**config.mk**
```make
export PLATFORM = sky130hd
export DESIGN_NAME = script_primitive_param_decode
export DESIGN_NICKNAME = d
export VERILOG_FILES = /design/src/design/sync2.v /design/src/design/script_primitive_param_decode.v
export VERILOG_INCLUDE_DIRS = /design/src /design/src/design
export SDC_FILE = /design/constraint.sdc
export NUM_CORES = 1
export LEC_CHECK = 0
export BUFFER_PORTS_ARGS = -buffer_cell sky130_fd_sc_hd__buf_4
export CORE_MARGIN = 1
export CORE_UTILIZATION = 55
export DETAILED_ROUTE_END_ITERATION = 8
export PLACE_DENSITY = 0.8
export SYNTH_ARGS = -nofsm -noshare
export SYNTH_HDL_FRONTEND = slang
export SYNTH_SLANG_ARGS = --single-unit
```
**constraint.sdc**
```tcl
create_clock -name ref_clk -period 2.55 [get_ports ref_clk]
set_clock_uncertainty 0.05 [all_clocks]
set_input_delay 0.255 -clock ref_clk [delete_from_list [all_inputs] [get_ports ref_clk]]
set_output_delay 0.255 -clock ref_clk [all_outputs]
set_load 0.02 [all_outputs]
```
**src/design/script_param_defines.vh**
```
// Constants for the script primitive parameter decoder
`ifndef SCRIPT_PARAM_DEFINES_VH
`define SCRIPT_PARAM_DEFINES_VH
`define CMD_SCRIPT 8'h88
`define CMD_WRITE_BIT 8'h01
`define CMD_RESET 8'h00
`define CMD_WRITE_BYTE 8'h03
`define CMD_TRIPLET 8'h05
`define CMD_SPEED 8'h0D
`define RP_SPEED_INV_BIT 7
`define RP_SPEED_BIT 3
`define RP_IGNORE_BIT 1
`define WB_VALUE_BIT 0
`define TP_DIR_BIT 0
`define DEV_ADDR 7'h40
`define SPEED_RESET 1'b0
`endif

```
**src/design/sync2.v**
```verilog
// Two-flop synchroniser for one level
module sync2 (
  // Clock and reset
  input wire ref_clk,
  input wire resetn,
  // Level
  input wire d,
  output reg q
);
  reg meta;
  always @(posedge ref_clk or negedge resetn) begin
    if (!resetn) begin
      // Pins idle high; resetting low would fake an edge
      meta <= 1'b1;
      q <= 1'b1;
    end else begin
      meta <= d;
      q <= meta;
    end
  end
endmodule

```
**src/design/script_primitive_param_decode.v**
```verilog
// Script receiver over I2C write and primitive parameter decoder
`include "script_param_defines.vh"
module script_primitive_param_decode #(
  parameter [6:0] DEV_ADDR = `DEV_ADDR
) (
  // Clock and reset
  input wire ref_clk,
  input wire resetn,
  // I2C link
  input wire scl_in,
  input wire sda_in,
  output wire sda_out,
  output wire sda_oe,
  // Bus engine results
  input wire presence,
  input wire [1:0] triplet_reads,
  // Decoded controls
  output reg speed_select,
  output reg presence_ignore,
  output reg write_bit_value,
  output reg write_bit_valid,
  output reg [7:0] write_byte_value,
  output reg write_byte_valid,
  output reg triplet_dir,
  output reg triplet_valid,
  output reg speed_param_error,
  output reg script_active,
  output reg script_halted,
  output reg [7:0] last_command
);
  // ****************************************
  // Link sampling
  // ****************************************
  wire scl_s;
  wire sda_s;
  reg scl_d;
  reg sda_d;
  sync2 u_scl (.ref_clk(ref_clk), .resetn(resetn), .d(scl_in), .q(scl_s));
  sync2 u_sda (.ref_clk(ref_clk), .resetn(resetn), .d(sda_in), .q(sda_s));
  always @(posedge ref_clk or negedge resetn) begin
    if (!resetn) begin
      scl_d <= 1'b1;
      sda_d <= 1'b1;
    end else begin
      scl_d <= scl_s;
      sda_d <= sda_s;
    end
  end
  wire scl_rise = scl_s & ~scl_d;
  wire scl_fall = ~scl_s & scl_d;
  // Conditions need SCL high on both samples
  wire start_cond = scl_s & scl_d & sda_d & ~sda_s;
  wire stop_cond = scl_s & scl_d & ~sda_d & sda_s;

  // ****************************************
  // Byte receiver
  // ****************************************
  localparam S_IDLE = 3'h0;
  localparam S_ADDR = 3'h1;
  localparam S_CMD = 3'h2;
  localparam S_LEN = 3'h3;
  localparam S_PRIM = 3'h4;
  localparam S_PARAM = 3'h5;
  localparam S_SKIP = 3'h6;

  reg [2:0] state;
  reg [7:0] shreg;
  reg [3:0] bitcnt;
  reg ack_phase;
  reg ack_drive;
  reg [7:0] remaining;
  reg [7:0] pending_cmd;

  // Ack drives SDA low; pin only ever pulled low, never driven high
  assign sda_out = 1'b0;
  assign sda_oe = ack_drive;

  wire [7:0] rx_byte = {shreg[6:0], sda_s};
  wire byte_done = scl_rise & ~ack_phase & (bitcnt == 4'h7);

  // Primitives that carry one parameter byte
  wire takes_param = (rx_byte == `CMD_SPEED) || (rx_byte == `CMD_WRITE_BIT) ||
    (rx_byte == `CMD_WRITE_BYTE) || (rx_byte == `CMD_TRIPLET);

  // ****************************************
  // Receiver and decoder state
  // ****************************************
  always @(posedge ref_clk or negedge resetn) begin
    if (!resetn) begin
      state <= S_IDLE;
      shreg <= 8'h00;
      bitcnt <= 4'h0;
      ack_phase <= 1'b0;
      ack_drive <= 1'b0;
      remaining <= 8'h00;
      pending_cmd <= 8'h00;
      speed_select <= `SPEED_RESET;
      presence_ignore <= 1'b0;
      write_bit_value <= 1'b0;
      write_bit_valid <= 1'b0;
      write_byte_value <= 8'h00;
      write_byte_valid <= 1'b0;
      triplet_dir <= 1'b0;
      triplet_valid <= 1'b0;
      speed_param_error <= 1'b0;
      script_active <= 1'b0;
      script_halted <= 1'b0;
      last_command <= 8'h00;
    end else begin
      write_bit_valid <= 1'b0;
      write_byte_valid <= 1'b0;
      triplet_valid <= 1'b0;
      if (start_cond) begin
        // A new start clears any halt
        state <= S_ADDR;
        bitcnt <= 4'h0;
        ack_phase <= 1'b0;
        ack_drive <= 1'b0;
        script_halted <= 1'b0;
      end else if (stop_cond) begin
        state <= S_IDLE;
        ack_drive <= 1'b0;
        script_active <= 1'b0;
      end else if (state != S_IDLE) begin
        if (scl_rise && !ack_phase) begin
          shreg <= rx_byte;
          bitcnt <= bitcnt + 4'h1;
        end
        if (scl_fall && ack_phase && ack_drive) begin
          ack_drive <= 1'b0;
          ack_phase <= 1'b0;
          bitcnt <= 4'h0;
        end else if (scl_fall && bitcnt == 4'h8 && !ack_phase) begin
          ack_phase <= 1'b1;
          ack_drive <= (state != S_SKIP);
          if (state == S_SKIP) begin
            ack_phase <= 1'b0;
          end
        end
        if (scl_fall && ack_phase && !ack_drive) begin
          ack_phase <= 1'b0;
          bitcnt <= 4'h0;
        end
        if (byte_done) begin
          case (state)
            S_ADDR: begin
              // Address match with write direction only
              if (rx_byte[7:1] == DEV_ADDR && !rx_byte[0]) begin
                state <= S_CMD;
              end else begin
                state <= S_SKIP;
              end
            end
            S_CMD: begin
              state <= (rx_byte == `CMD_SCRIPT) ? S_LEN : S_SKIP;
            end
            S_LEN: begin
              // Zero length is not a script
              if (rx_byte != 8'h00) begin
                remaining <= rx_byte;
                script_active <= 1'b1;
                state <= S_PRIM;
              end else begin
                state <= S_SKIP;
              end
            end
            S_PRIM: begin
              // Halted or overlong script: byte refused, no ack
              if (script_halted || remaining == 8'h00) begin
                state <= S_SKIP;
              end else begin
                remaining <= remaining - 8'h01;
                pending_cmd <= rx_byte;
                last_command <= rx_byte;
                if (takes_param) begin
                  state <= S_PARAM;
                end
                // Reset with no presence: halt unless presence is ignored
                if (rx_byte == `CMD_RESET && !presence && !presence_ignore) begin
                  script_halted <= 1'b1;
                end
              end
            end
            S_PARAM: begin
              // A parameter past the length is still taken
              remaining <= remaining - 8'h01;
              state <= S_PRIM;
              case (pending_cmd)
                `CMD_SPEED: begin
                  // Speed setting, presence ignore flag and speed error change here
                  speed_select <= rx_byte[`RP_SPEED_BIT];
                  presence_ignore <= rx_byte[`RP_IGNORE_BIT];
                  speed_param_error <= ~(rx_byte[`RP_SPEED_INV_BIT] ^
                    rx_byte[`RP_SPEED_BIT]);
                end
                `CMD_WRITE_BIT: begin
                  write_bit_value <= rx_byte[`WB_VALUE_BIT];
                  write_bit_valid <= 1'b1;
                end
                `CMD_WRITE_BYTE: begin
                  write_byte_value <= rx_byte;
                  write_byte_valid <= 1'b1;
                end
                `CMD_TRIPLET: begin
                  // Direction applies only if both reads were zero
                  triplet_dir <= (triplet_reads == 2'b00) ?
                    rx_byte[`TP_DIR_BIT] : triplet_reads[0];
                  triplet_valid <= 1'b1;
                end
                default: begin
                end
              endcase
            end
            default: begin
            end
          endcase
        end
      end
    end
  end
endmodule

```
# After elaboration in Yosys (flattened, before gate mapping)
# Cells that the tools add are included.
dict set report totals {
  input_bits 7
  reg_bits 56
  out_inout_bits 28
}
dict set report op_classes {
  n_mux 62
  n_reduce_logical 51
  n_addsub 2
  n_bitwise 19
  eq_ne 24
}
# operator n
set op_table {}
lappend op_table {{$mux 1} 43}
lappend op_table {{$reduce_and 6->1} 6}
lappend op_table {{$mux 3} 8}
lappend op_table {{$mux 4} 6}
lappend op_table {{$pmux 8 s3} 1}
lappend op_table {{$eq 8x1->1 const B} 2}
lappend op_table {{$eq 8x2->1 const B} 2}
lappend op_table {{$eq 8x3->1 const B} 2}
lappend op_table {{$eq 8x4->1 const B} 2}
lappend op_table {{$logic_not 8->1} 2}
lappend op_table {{$mux 8} 2}
lappend op_table {{$reduce_bool 2->1} 8}
lappend op_table {{$pmux 3 s5} 1}
lappend op_table {{$reduce_bool 3->1} 4}
lappend op_table {{$reduce_bool 4->1} 3}
lappend op_table {{$and 1x1->1} 9}
lappend op_table {{$eq 3x3->1 const B} 3}
lappend op_table {{$logic_and 1x1->1} 9}
lappend op_table {{$not 1->1} 9}
lappend op_table {{$eq 8x8->1 const B} 1}
lappend op_table {{$ne 2x2->1 const B} 4}
lappend op_table {{$reduce_and 4->1} 2}
lappend op_table {{$reduce_bool 8->1} 1}
lappend op_table {{$sub 8x1->8 const B} 1}
lappend op_table {{other kinds (18)} 27}

# Logic depth before layout (Yosys ltp)
# Gate-level depths: netlist of the first run.
dict set report logic_depth {
  ltp_word 11
  mapped_depth 6
  depth_no_buf 6
}

# Cells and area by module
# From an unflattened synthesis of the first run, not the netlist that was laid out.
dict set report hier_totals {
  hier_cells 261
  hier_area_um2 2801.4
}
# module n_inst area_per_inst_um2 cells_each
set by_module_without_submodules {}
lappend by_module_without_submodules {script_primitive_param_decode 1 2696.3 257}
lappend by_module_without_submodules {sync2 2 52.6 2}

# Worst setup path before layout of the first run
# No wires, ideal clock.
dict set report synth_timing {
  path_type {register -> register}
  start {register sda_d}
  end {register speed_select}
  period_less_slack_ns 2.345
  n_path_buf 1
  t_arrival_ns 2.170
  setup_slack_ns 0.205
  path_stages_with_launch 6
  setup_ns 0.125
  t_required_ns 2.375
  cell_sequence {dfstp_2 -> and4b_2 -> buf_2 -> or4_4 -> or4_4 -> mux2_4}
}
dict set report synth_between {
  elab_chain_len 5
  word_cells_on_any_way 8
  cone_classes {7 x bitwise; 1 x reduce/logical}
}
# element line
set synth_rtl {}
lappend synth_rtl {{start, declared} script_primitive_param_decode.v:37} ;# reg sda_d;
lappend synth_rtl {{start signal, assigned} script_primitive_param_decode.v:46} ;# sda_d <= sda_s;
lappend synth_rtl {{$not 1->1} script_primitive_param_decode.v:53} ;# wire stop_cond = scl_s & scl_d & ~sda_d & sda_s;
lappend synth_rtl {{$and 1x1->1 (2 in series)} script_primitive_param_decode.v:53}
lappend synth_rtl {{$not 1->1 (no line)} n/a}
lappend synth_rtl {{$reduce_and 6->1 (no line) (*)} n/a}
lappend synth_rtl {{end signal, assigned} script_primitive_param_decode.v:97} ;# speed_select <= `SPEED_RESET;
lappend synth_rtl {{end signal, assigned} script_primitive_param_decode.v:191} ;# speed_select <= rx_byte[`RP_SPEED_BIT];
lappend synth_rtl {{end, declared} script_primitive_param_decode.v:18} ;# output reg speed_select,
# Every way passes the cells marked *; elsewhere a longest branch is shown, timed or not.
# A chain may end at the register's enable or synchronous reset.

# Final worst setup path of the first run
# Ends and elaborated chain as after synthesis.

==> results of run 1 <==
layer usage:
layer	track usage, %	share of wire, %	up-vias
met5	0	0	-
met4	4.70	0.73	0
met3	4.66	3.7	6
met2	38.3	50	53
met1	34.6	46	1025
li1	-	-	1012
logic make-up (layout without fill, tap and decap cells):
kind of cell / count (synthesis) / after routing
buffers and inverters: 21 / 62
XOR/XNOR: 7 / 7
other: 1 / 1
AO/OA/AOI/OAI: 39 / 39
AND/OR/NAND/NOR: 85 / 85
adder cells (fa/ha/maj): 4 / 4
flip-flops: 56 / 56
multiplexers: 38 / 38
flip-flops by register name, indices dropped and copies added, names as in the netlist, 3 cells and up:
signal,flops
pending_cmd,8
remaining,8
write_byte_value,8
shreg,7
bitcnt,4
state,3
where the power goes:
| group | leakage (nW) | switching, mW | total, mW | internal, mW |
|---|---|---|---|---|
| Clock | 0.0463 | 0.300 | 0.502 | 0.202 |
| Combinational | 0.776 | 0.172 | 0.336 | 0.163 |
| Sequential | 0.743 | 0.129 | 1.09 | 0.962 |
| Total | 1.56 | 0.601 | 1.93 | 1.33 |
critical path, delay by kind of cell (launching register included):
family           cells  cell delay [ns]
DFF                  1             0.56
and+or+nand+nor      3             1.31
muxes                1             0.31
synthesized netlist by cell type, types with 4 or more instances:
cell | n | area share [%]
nor2_1 | 17 | 2.2
or3_1 | 4 | 0.88
clkbuf_1 | 10 | 1.3
mux2i_1 | 5 | 1.8
nand3_1 | 5 | 0.88
dfstp_2 | 6 | 5.5
a21oi_1 | 6 | 1.1
mux2_2 | 30 | 12
inv_1 | 8 | 1.1
dfrtp_1 | 50 | 44
nor4_1 | 7 | 1.5
nand2_1 | 9 | 1.2
xnor2_1 | 7 | 2.2
ha_1 | 4 | 1.8
nor3b_1 | 4 | 1.1
o21ai_0 | 8 | 1.4
nor3_1 | 8 | 1.4
stage by stage:
step / hold WS, ns / setup WS, ns / util, % / cells
after floorplan: -0.0906 / 0.205 / - / 251
after global placement: 0.297 / 0.241 / 65.8 / 348
after detailed placement: 0.297 / 0.220 / 65.8 / 348
after CTS: 0.0830 / 0.204 / 68.4 / 359
after global routing: 0.0753 / 0.146 / 68.4 / 359
final: 0.0829 / 0.206 / 68.4 / 359
cell type report:
cell class | instances | area (µm²) | share of cell area, %
Clock inverter | 3 | 27.5 | 0.831
Sequential cell | 56 | 1410 | 42.5
Timing Repair Buffer | 46 | 353 | 10.6
Clock buffer | 5 | 68.8 | 2.08
Multi-Input combinational cell | 174 | 1340 | 40.5
Tap cell | 67 | 83.8 | 2.53
Inverter | 8 | 30.0 | 0.906
path summary, 6_finish.rpt:
path / start / to / slack, ns / depth (start not counted)
hold / removal: presence / script_halted / 0.08 / 2
max in group asynchronous: resetn / script_active / 1.52 / 2
setup / recovery: sda_d / speed_select / 0.21 / 4
setup reg to reg: sda_d / speed_select / 0.21 / 4
min in group asynchronous: resetn / remaining[2] / 0.49 / 2
hold reg to reg: u_sda.meta / u_sda.q / 0.31 / 0
what timing repair did:
| action | in CTS | in global routing |
|---|---|---|
| hold endpoints to repair | 52 | 0 |
| gates resized for setup | 0 | 0 |
| hold buffers | 3 | 0 |
==> results.md, run 1 <==
- The run finished with clean final reports.
- For the final routed database, the setup TNS stands at 0 ns.
- The share of the synthesized netlist area taken by xor and xnor gates is 2.16%.
- The post-detailed-route wirelength per cell is 16.8 µm.
- CTS built an H-tree with a depth of 2.
- VDD sags by at most 0.000467 V.
- Overall power consumption after layout is estimated at 1.93 mW.
- The finished cells cover 3310 µm².
- Along the worst path, the maximum fanout reaches 7.
- Of the synthesized area, sequential elements account for 49.6%.
- The standard-cell row count is 25.
- The number of nets in the synthesized netlist is 262.
- The library cells used most frequently in the layout, excluding fill and tap cells, are dfrtp_1, buf_4, mux2_2.
- Yosys printed 0 warnings.
- For this run, the slowest stage of the critical path takes 0.57 ns.
- The global placer's final weighted congestion is 0.866.
- The number of port buffers is 33.
- For this run, design rule violations remaining after detail routing come to 0.
- For this design the static power due to leakage is 1.56 nW.
- The core footprint is 4850 µm².
- The final routed wirelength across all metal layers is 6020 µm.
- The maximum clock frequency is 0.427 GHz.
- In the synthesized netlist the dominant register cell turns out to be dfrtp_1.
- In this run the deepest clock path goes through 2 buffers.
- Once placement finished, the instance area stood at 3190 µm².
- The vertical extent of the die is 73.9 µm.
- The share of post-route cells with drive strength above 1 is 35.6%.
- The cell sitting at the root of the clock tree is a clkbuf_8.
- Traced cell by cell, the critical path runs through and4b_2 -> or4_4 -> or4_4 -> mux2_4.
- The cell with the largest stage delay on the worst path is or4_4.
- The maximum number of pins on one net before global-route repair is 57.
- In this run, synthesis inferred 0 flip-flops with an integrated enable.
- Measured along the x axis, the die boundary spans 73.9 µm.
- The compound-cell area share of the yosys netlist is 9.46%.
- The initial antenna violation count was 0.
- Using the TritonRoute via totals, the vias-per-cell ratio works out to 5.84.
- The most common cell after layout, fill and taps aside is dfrtp_1.
- After synthesis the netlist holds a flip-flop and latch count of 56.
- The category of the worst setup path capture point is a flop.
- The number of pins exceeding their max-slew limit in the final report was 0.
- The number of failing setup endpoints in the final timing report is 0.
- Counting distinct cell types in the post-synthesis netlist gives 59.
- The critical path arrival is 2.49 ns.
- The repair_antennas step left the layout with diodes totalling 0.
- The final hold violation count came to 0.
- The fraction of synthesized area in multiplexers is 15.2%.
- The clock insertion delay at the later pin of the skew report is 0.31 ns.
- In this run the tightest slew margin relative to its limit is 44.1%.
- The part of the cycle the worst path needs is 91.9%.
- The number of buffers added by the clock tree synthesis step is 5.
- The worst setup path is of the reg2reg kind.
- The tightest min-delay check is of the in2reg type.
- The via count of the routed design is 2096.
- The power per cell area is 582 nW/µm².
- The adder-cell share of the synthesized area is 1.76%.
- Summed over all nets, the half-perimeter wirelength after detailed placement is 4250 µm.
- Relative to the synthesized area, the layout overhead comes to 16.6%.
- After filler insertion, the fill cell instance count of the layout stands at 366.
- After global routing the overflow that remains totals 0.
- The post-synthesis simple-gate area fraction is 18.5%.
- For the finished layout, the period the worst path requires is 2.34 ns.
- The number of instances in the synthesized netlist is 251.
- The first-pass GRT wire length is 9880 µm.
- Setup repair after global routing left no endpoint under its margin.
- STA puts the critical path data required time at 2.70 ns.
- The most numerous cell type found on the critical path is or4_4.
- The number of max-cap violations is 0.
- The critical path startpoint category is a flop.
- The count of nets after finishing is 302.
- The post-synthesis instance area is 2840 µm².
- The average cell area after synthesis is 11.3 µm².
- The initial DRC count is 175.
- The top-level I/O count is 35.
- The starting density of the core is 58.6%.
- The clock slew seen by the registers of the worst setup and hold paths is 0.10 ns.
- The TritonCTS clock tree is built.
- The main combinational cell family by area after synthesis is simple AND/OR/NAND/NOR gates.
- The detail route stage leaves a number of antenna-violating nets equal to 0.
- Buffers added to address setup during post-CTS repair amount to 0.
- The die covers 5460 µm².
- Clock tree synthesis found a total of 56 sinks.
- The share of async-settable or async-resettable flops after synthesis is 100%.
- The number of global-route vias before repair is 1969.
- The all-layer global routing usage is 24.1%.
- The slew at the pin with the worst max-slew slack is 0.833 ns.
- Before antenna repair, the detailed router went through 4 iterations.
Note: power is estimated with default switching activity, not from simulation.
==> inputs of run 2 (changes only) <==
- ABC_AREA: default -> 1
==> results.md, run 2 <==
- The flow ran to the end, and the final reports show no timing, DRC or antenna violations.
- The cell taking the most area after synthesis is dfrtp_1.
- The number of pins exceeding their max-slew limit in the final report is 0.
- The post-route minimum period is 1.82 ns.
- After detailed routing, the number of remaining DRC violations is 0.
- Of the synthesized area, sequential elements account for 49.1%.
- The area of the die is 5510 µm².
- The clock share of power is 23.4%.
- The clock slew seen by the registers of the worst setup and hold paths is 0.10 ns.
- The filler cell count in the final layout is 414.
- The capturing point of the worst reg2reg path is write_byte_value[6].
- TritonCTS built the clock tree.
- The start of the worst register-to-register path is u_scl.q.
- The type of the worst min-delay path is in2reg.
- The sum of negative setup slack is 0 ns.
- After layout, the worst path uses 71.3% of the clock period.
- In the final layout, the share of cells above drive strength 1 is 19.4%.
- The first routing iteration left 183 violations.
- After floorplanning, the core was sized to cover 4880 µm².
- In the final routed layout, each cell accounts on average for 13.2 µm.
- Data on the critical path is required at its endpoint by 2.71 ns.
- The number of cells on the worst reg-to-reg path is 9.
- The post-synthesis cell type count is 31.
- The top cell type's share of synthesized area is 43.6%.
- The slew at the pin with the worst max-slew slack is 0.683 ns.
- The internal power consumption is 1.55 mW.
- The via count of the routed design is 2441.
- The number of global-route vias before repair is 2114.
- At the end of the flow, the number of nets in the layout was 407.
- Setup repair after global routing left no endpoint under its margin.
- The initial antenna violation count is 0.
- The number of gates resized after CTS is 0.
- The relative slew slack is 54.5%.
- For this design, the sink count on the clock tree is 56.
- The number of synthesized flops with an enable pin is 0.
- The horizontal extent of the die is 74.3 µm.
- The number of nets in the synthesized netlist is 369.
- The number of buffers between clock root and the deepest sink is 2.
- Tracing the worst setup path back leads to its startpoint at u_scl.q.
- After technology mapping, the gate count stands at 358.
- The detail route stage leaves a number of antenna-violating nets equal to 0.
- The all-layer global routing usage is 24.5%.
- The final routed wirelength across all metal layers is 6120 µm.
- For this run, asynchronously set or reset flops after synthesis account for 100%.
- The critical path ends at write_byte_value[6].
- Global routing consumed, on the met3 layer, 4.61% of the routing resources.
- In this run the worst path has a maximum fanout of 16.
- The combinational group share of total power is 31.5%.
- The number of antenna diodes in the final layout is 0.
- The first-pass GRT wire length is 10100 µm.
- In this run the power density over the cells is 763 nW/µm².
- Summing every instance area after synthesis gives 2870 µm².
- The buffer cell driving the clock tree root is clkbuf_8.
- For this run, the detailed router's first-pass iteration total came to 4.
- The share of total power dissipated in sequential elements is 45.1%.
- STA classifies the critical path startpoint as a flop.
- The Yosys step of the flow raised 0 warnings.
- Entering global routing, the biggest net connects 57 pins.
- The clock reaches the later pin of the worst-skew pair after 0.31 ns.
- The maximum VDD drop is 0.000566 V.
- The category of the critical setup timing path is reg2reg.
- Summed over all cells, the static leakage comes to 1.64 nW.
- The global routing met1 resource utilization is 34.7%.
- By instance count, the leading cell after synthesis is nand2_1.
- Global routing used 39.0% of the available met2 tracks.
- The category of the worst setup path capture point is a flop.
- Net switching is 38.6% of the power.
- The final hold violation count is 0.
- The number of buffers added by the clock tree synthesis step is 5.
- Detailed placement finished with a half-perimeter wire length of 4390 µm.
- After synthesis the netlist holds a flip-flop and latch count of 56.
- The standard-cell row count is 25.
- In this run the register-to-register setup slack is 0.73 ns.
- The largest registers in the layout are pending_cmd: 8 flops, remaining: 8 flops, write_byte_value: 8 flops.
- The starting density of the core is 58.8%.
- The global placer's final weighted congestion is 0.880.
- In this run the vertical extent of the chip is 74.3 µm.
- The signed area change from the synthesized netlist to the final layout is 15.1%.
- Averaged over all synthesized cells, the footprint is 8.02 µm².
- Buffers placed on the I/O ports in this run total 33.
- The overall overflow remaining after global route is 0.
- Data arrives at the worst endpoint at 1.98 ns.
- The maximum clock frequency is 0.550 GHz.
- Setup violations remaining at the end of the flow were counted as 0.
- After synthesis, the cell types taking the most area are dfrtp_1, nand2_1, dfstp_2, o21ai_0, inv_1.
- The number of cells in the finished layout apart from fillers is 464.
- Across the run, the number of max-cap violations was 0.
- Once placement completed, the tool counted placed cells totaling 453.
- In this run the power spent charging and discharging nets is 0.972 mW.
- The H-tree was split into 2 levels.
- 35 I/O pins were placed.
- In this run the most used layer during global routing was met2.
- The top cell types in the final layout, fill and taps aside, are nand2_1, dfrtp_1, inv_1, nor2_1, buf_4.
- After detailed routing, the number of vias per cell comes to 5.26.
- Among all flip-flop cells after synthesis, the most frequent one is dfrtp_1.
- The most common cell after layout, fill and taps aside is nand2_1.
- The commonest cells after synthesis are nand2_1, dfrtp_1, inv_1, nor2_1, o21ai_0.
==> run 2: worst min path at each step <==
stage | slack [ns] | end | depth (start not counted) | startpoint
3_3_place_gp | 0.29 | triplet_dir | 1 | resetn
3_5_place_dp | 0.29 | triplet_dir | 1 | resetn
2_1_floorplan | -0.09 | ack_phase | 0 | resetn
6_report | 0.17 | triplet_dir | 3 | triplet_reads[0]
5_1_grt | 0.19 | triplet_dir | 3 | triplet_reads[0]
4_1_cts | 0.16 | triplet_dir | 3 | triplet_reads[0]
==> run 2: critical path, cell delays in order (launching register included) <==
cell,delay (ns)
dfstp_2,0.55
inv_1,0.06
nor2_2,0.09
nand2_2,0.08
nor2_2,0.13
nand2_2,0.13
nor2_8,0.17
nand2_2,0.24
nand2_1,0.16
o21ai_2,0.06
==> run 2: repair_timing <==
action / 4_1_cts / 5_1_grt
hold buffers: 3 / 0
endpoints found under the hold margin: 52 / 0
setup buffers: 0 / 0
==> run 2: routing by layer <==
metal	share of wire [%]	up-vias	wire, µm
met5	0	-	0
met1	49	1157	3020
met3	3.7	4	228
met4	0.90	0	55
li1	-	1221	-
met2	46	59	2810
==> run 2: layout make-up <==
type	instances	area [µm²]	share of cell area, %
clock inverters	2	38.8	1.17
well taps	67	83.8	2.54
clock buffers	6	72.6	2.20
multi-input cells	255	1270	38.3
flip-flops and latches	56	1410	42.6
inverters	42	158	4.77
repair buffers	36	278	8.40
==> run 2: cells by family after synthesis <==
kind of cell,count (synthesis),synth area share [%]
XOR/XNOR,1,0.305
other,1,0.131
buffers and inverters,47,6.84
adder cells (fa/ha/maj),4,1.74
AND/OR/NAND/NOR,190,30.4
AO/OA/AOI/OAI,59,11.5
flip-flops,56,49.1
==> run 2: power groups by stage <==
stage	clock network, mW	registers [mW]	logic [mW]
global placement	0	1.15	0.764
CTS	0.600	1.13	0.788
detailed placement	0	1.15	0.779
finish	0.589	1.14	0.794
global route	0.635	1.15	0.913
floorplan	0	1.12	0.599
==> run 2: metrics by stage <==
step	utilization, %	area (µm²)	power (mW)	hold WS, ns	setup slack, ns
finish	67.7	3310	2.52	0.165	0.731
global route	67.7	3310	2.70	0.193	0.577
CTS	67.7	3310	2.52	0.163	0.714
detailed placement	64.8	3160	1.93	0.291	0.757
global placement	64.8	3160	1.91	0.289	0.837
floorplan	-	2870	1.72	-0.0906	0.955
==> inputs of run 3 (changes only) <==
- CORE_UTILIZATION: 55 -> 52
- PLACE_DENSITY: 0.8 -> 0.79
- clock period: 2.55 -> 1.45 ns (I/O delays scaled with it)
==> results.md, run 3 (synthesized netlist as in run 2, its figures left out) <==
- The post-detailed-route via-to-cell ratio is 5.97.
- Sequential cells account for 35.5% of the total power.
- Leaving out fill and tap cells, the most frequent cells in the layout are buf_4, nand2_1, dfrtp_1.
- Counting along the longest clock path gives a buffer depth of 2.
- The setup slack after layout is -0.408 ns.
- The share of post-route cells with drive strength above 1 is 44.4%.
- The most common cell after layout, fill and taps aside is buf_4.
- The clock net in this run drives a total of 56 sinks.
- The via count of the routed design is 3190.
- The floorplan step defined a die boundary enclosing 5820 µm².
- The number of global-route vias before repair came to 2804.
- The die is 76.3 µm wide.
- The first-pass GRT wire length is 13300 µm.
- VDD sags by at most 0.00121 V.
- At the end of routability-driven placement, the weighted congestion stood at 0.896.
- Measured along the y axis, the die boundary spans 76.3 µm.
- The net switching component of the power is 2.38 mW.
- The final hold violation count is 0.
- The worst-path maximum fanout is 7.
- TritonCTS built the clock tree.
- Before antenna repair, the detailed router went through 5 iterations.
- The detailed placer's ending HPWL is 5070 µm.
- The number of buffers added by the clock tree synthesis step is 5.
- The detail route stage leaves a number of antenna-violating nets equal to 0.
- The post-detailed-route wirelength per cell is 19.3 µm.
- The cell sitting at the root of the clock tree is a clkbuf_8.
- The checks that failed: setup timing.
- The maximum clock frequency is 0.538 GHz.
- The flow ran to the end, but the final reports show violations.
- The part of the cycle the worst path needs is 128%.
- In this run the worst hold path is classified as in2reg.
- STA puts the critical path data arrival time at 2.00 ns.
- The clock insertion delay at the later pin of the skew report is 0.32 ns.
- Net switching is 42.7% of the power.
- The number of pins exceeding their max-slew limit in the final report was 0.
- The H-tree was split into 2 levels.
- The maximum number of pins on one net before global-route repair is 33.
- For this design the static power due to leakage is 2.05 nW.
- STA puts the critical path data required time at 1.59 ns.
- The final-layout worst hold slack is 0.0684 ns.
- The initial antenna violation count is 0.
- The overall overflow remaining after global route is 0.
- The floorplan has 26 rows.
- In this run the power density over the cells is 1340 nW/µm².
- For this run, the post-layout net count is 474.
- After detailed routing, the total wire length is 10300 µm.
- The number of antenna diodes in the final layout is 0.
- The initial DRC count is 283.
- The largest registers in the layout are pending_cmd: 8 flops, remaining: 8 flops, write_byte_value: 8 flops.
- The worst setup path is captured at a flop.
- The category of the critical setup timing path is reg2reg.
- The residual DRC count is 0.
- The post-layout total power is 5.58 mW.
- The number of port buffers is 33.
- The core footprint is 5200 µm².
- The signed area change from the synthesized netlist to the final layout is 44.7%.
- Of the total power, combinational logic draws 44.9%.
- The all-layer global routing usage is 29.4%.
- Across the run, the number of max-cap violations was 0.
- The number of failing setup endpoints in the final timing report is 50.
- Once the floorplan was initialized, standard cells occupied 55.2% of the core.
- The top-level I/O count is 35.
- Clock-pin slew was measured on the worst setup and hold paths at 0.10 ns.
- The internal power consumption is 3.19 mW.
- Setup repair after global routing could not meet its margin everywhere.
- Per report_power, the clock group accounts for 19.6% of the total.
- Counting I/O delays and the setup requirement, the final critical path takes 1.86 ns.
- The critical path startpoint category is a flop.
## run 3: cell types whose count changed in the layout (fill, tap and decap cells not counted), sizes merged
| cell | change |
|---|---|
| buf | +64 |
| clkbuf | -1 |
| clkinv | +1 |
| nand2 | +1 |
| nand3 | +2 |
## run 3: per-stage QoR
| stage | cell area (µm²) | std cells | util [%] | setup slack (ns) | TNS (ns) |
|---|---|---|---|---|---|
| finish | 4150 | 534 | 79.8 | -0.408 | -14.09 |
| global route | 4150 | 534 | 79.8 | -0.487 | -15.46 |
| CTS | 3950 | 531 | 75.8 | -0.222 | -7.94 |
| detailed placement | 3540 | 503 | 68.0 | -0.226 | -6.11 |
| global placement | 3540 | 503 | 68.0 | -0.164 | -4.35 |
| floorplan | 2880 | 358 | - | -0.122 | -1.82 |
## run 3: area by class of cell
type,instances,area (µm²)
fillers,297,1050
flip-flops and latches,56,1410
repair buffers,100,801
clock buffers,5,68.8
inverters,42,168
well taps,70,87.6
clock inverters,3,46.3
multi-input cells,258,1570
## run 3: worst paths after layout
path / end / slack [ns] / cells after the start / startpoint
setup / recovery: presence_ignore / -0.41 / 9 / u_scl.q
hold / removal: triplet_dir / 0.07 / 3 / triplet_reads[0]
setup reg to reg: presence_ignore / -0.41 / 9 / u_scl.q
hold reg to reg: u_sda.q / 0.31 / 0 / u_sda.meta
max in group asynchronous: sda_d / 0.58 / 3 / resetn
min in group asynchronous: triplet_dir / 0.22 / 2 / resetn
## run 3: repair_timing
item                                    in CTS  in global routing
gates cloned                                 3                  1
resized for setup                           34                 71
endpoints found under the hold margin       26                  0
buffers inserted                            14                  6
pin swaps                                   16                 21
hold buffers                                 3                  0
endpoints found under the setup margin      50                 50
## run 3: routing by layer
metal / up-vias / part of all wire (%) / global-route usage, %
met3: 96 / 10 / 6.59
met2: 258 / 47 / 49.7
met4: 0 / 7.7 / 11.3
li1: 1356 / - / -
met5: - / 0 / 0
met1: 1480 / 35 / 36.7
## run 3: power by group through the flow
stage	registers, mW	logic, mW	clock network (mW)
global placement	1.94	1.77	0
global route	1.99	2.70	1.16
floorplan	1.97	1.06	0
detailed placement	1.96	1.83	0
finish	1.98	2.51	1.09
CTS	1.93	2.03	1.07
## run 3: critical path, stage by stage, from the launching register on
cell	delay [ns]
dfstp_2	0.58
inv_2	0.08
nor2_4	0.10
nand2_4	0.07
nor2_4	0.14
nand2_4	0.10
nor2_8	0.20
nand2_2	0.15
nand2_1	0.12
o21ai_0	0.12
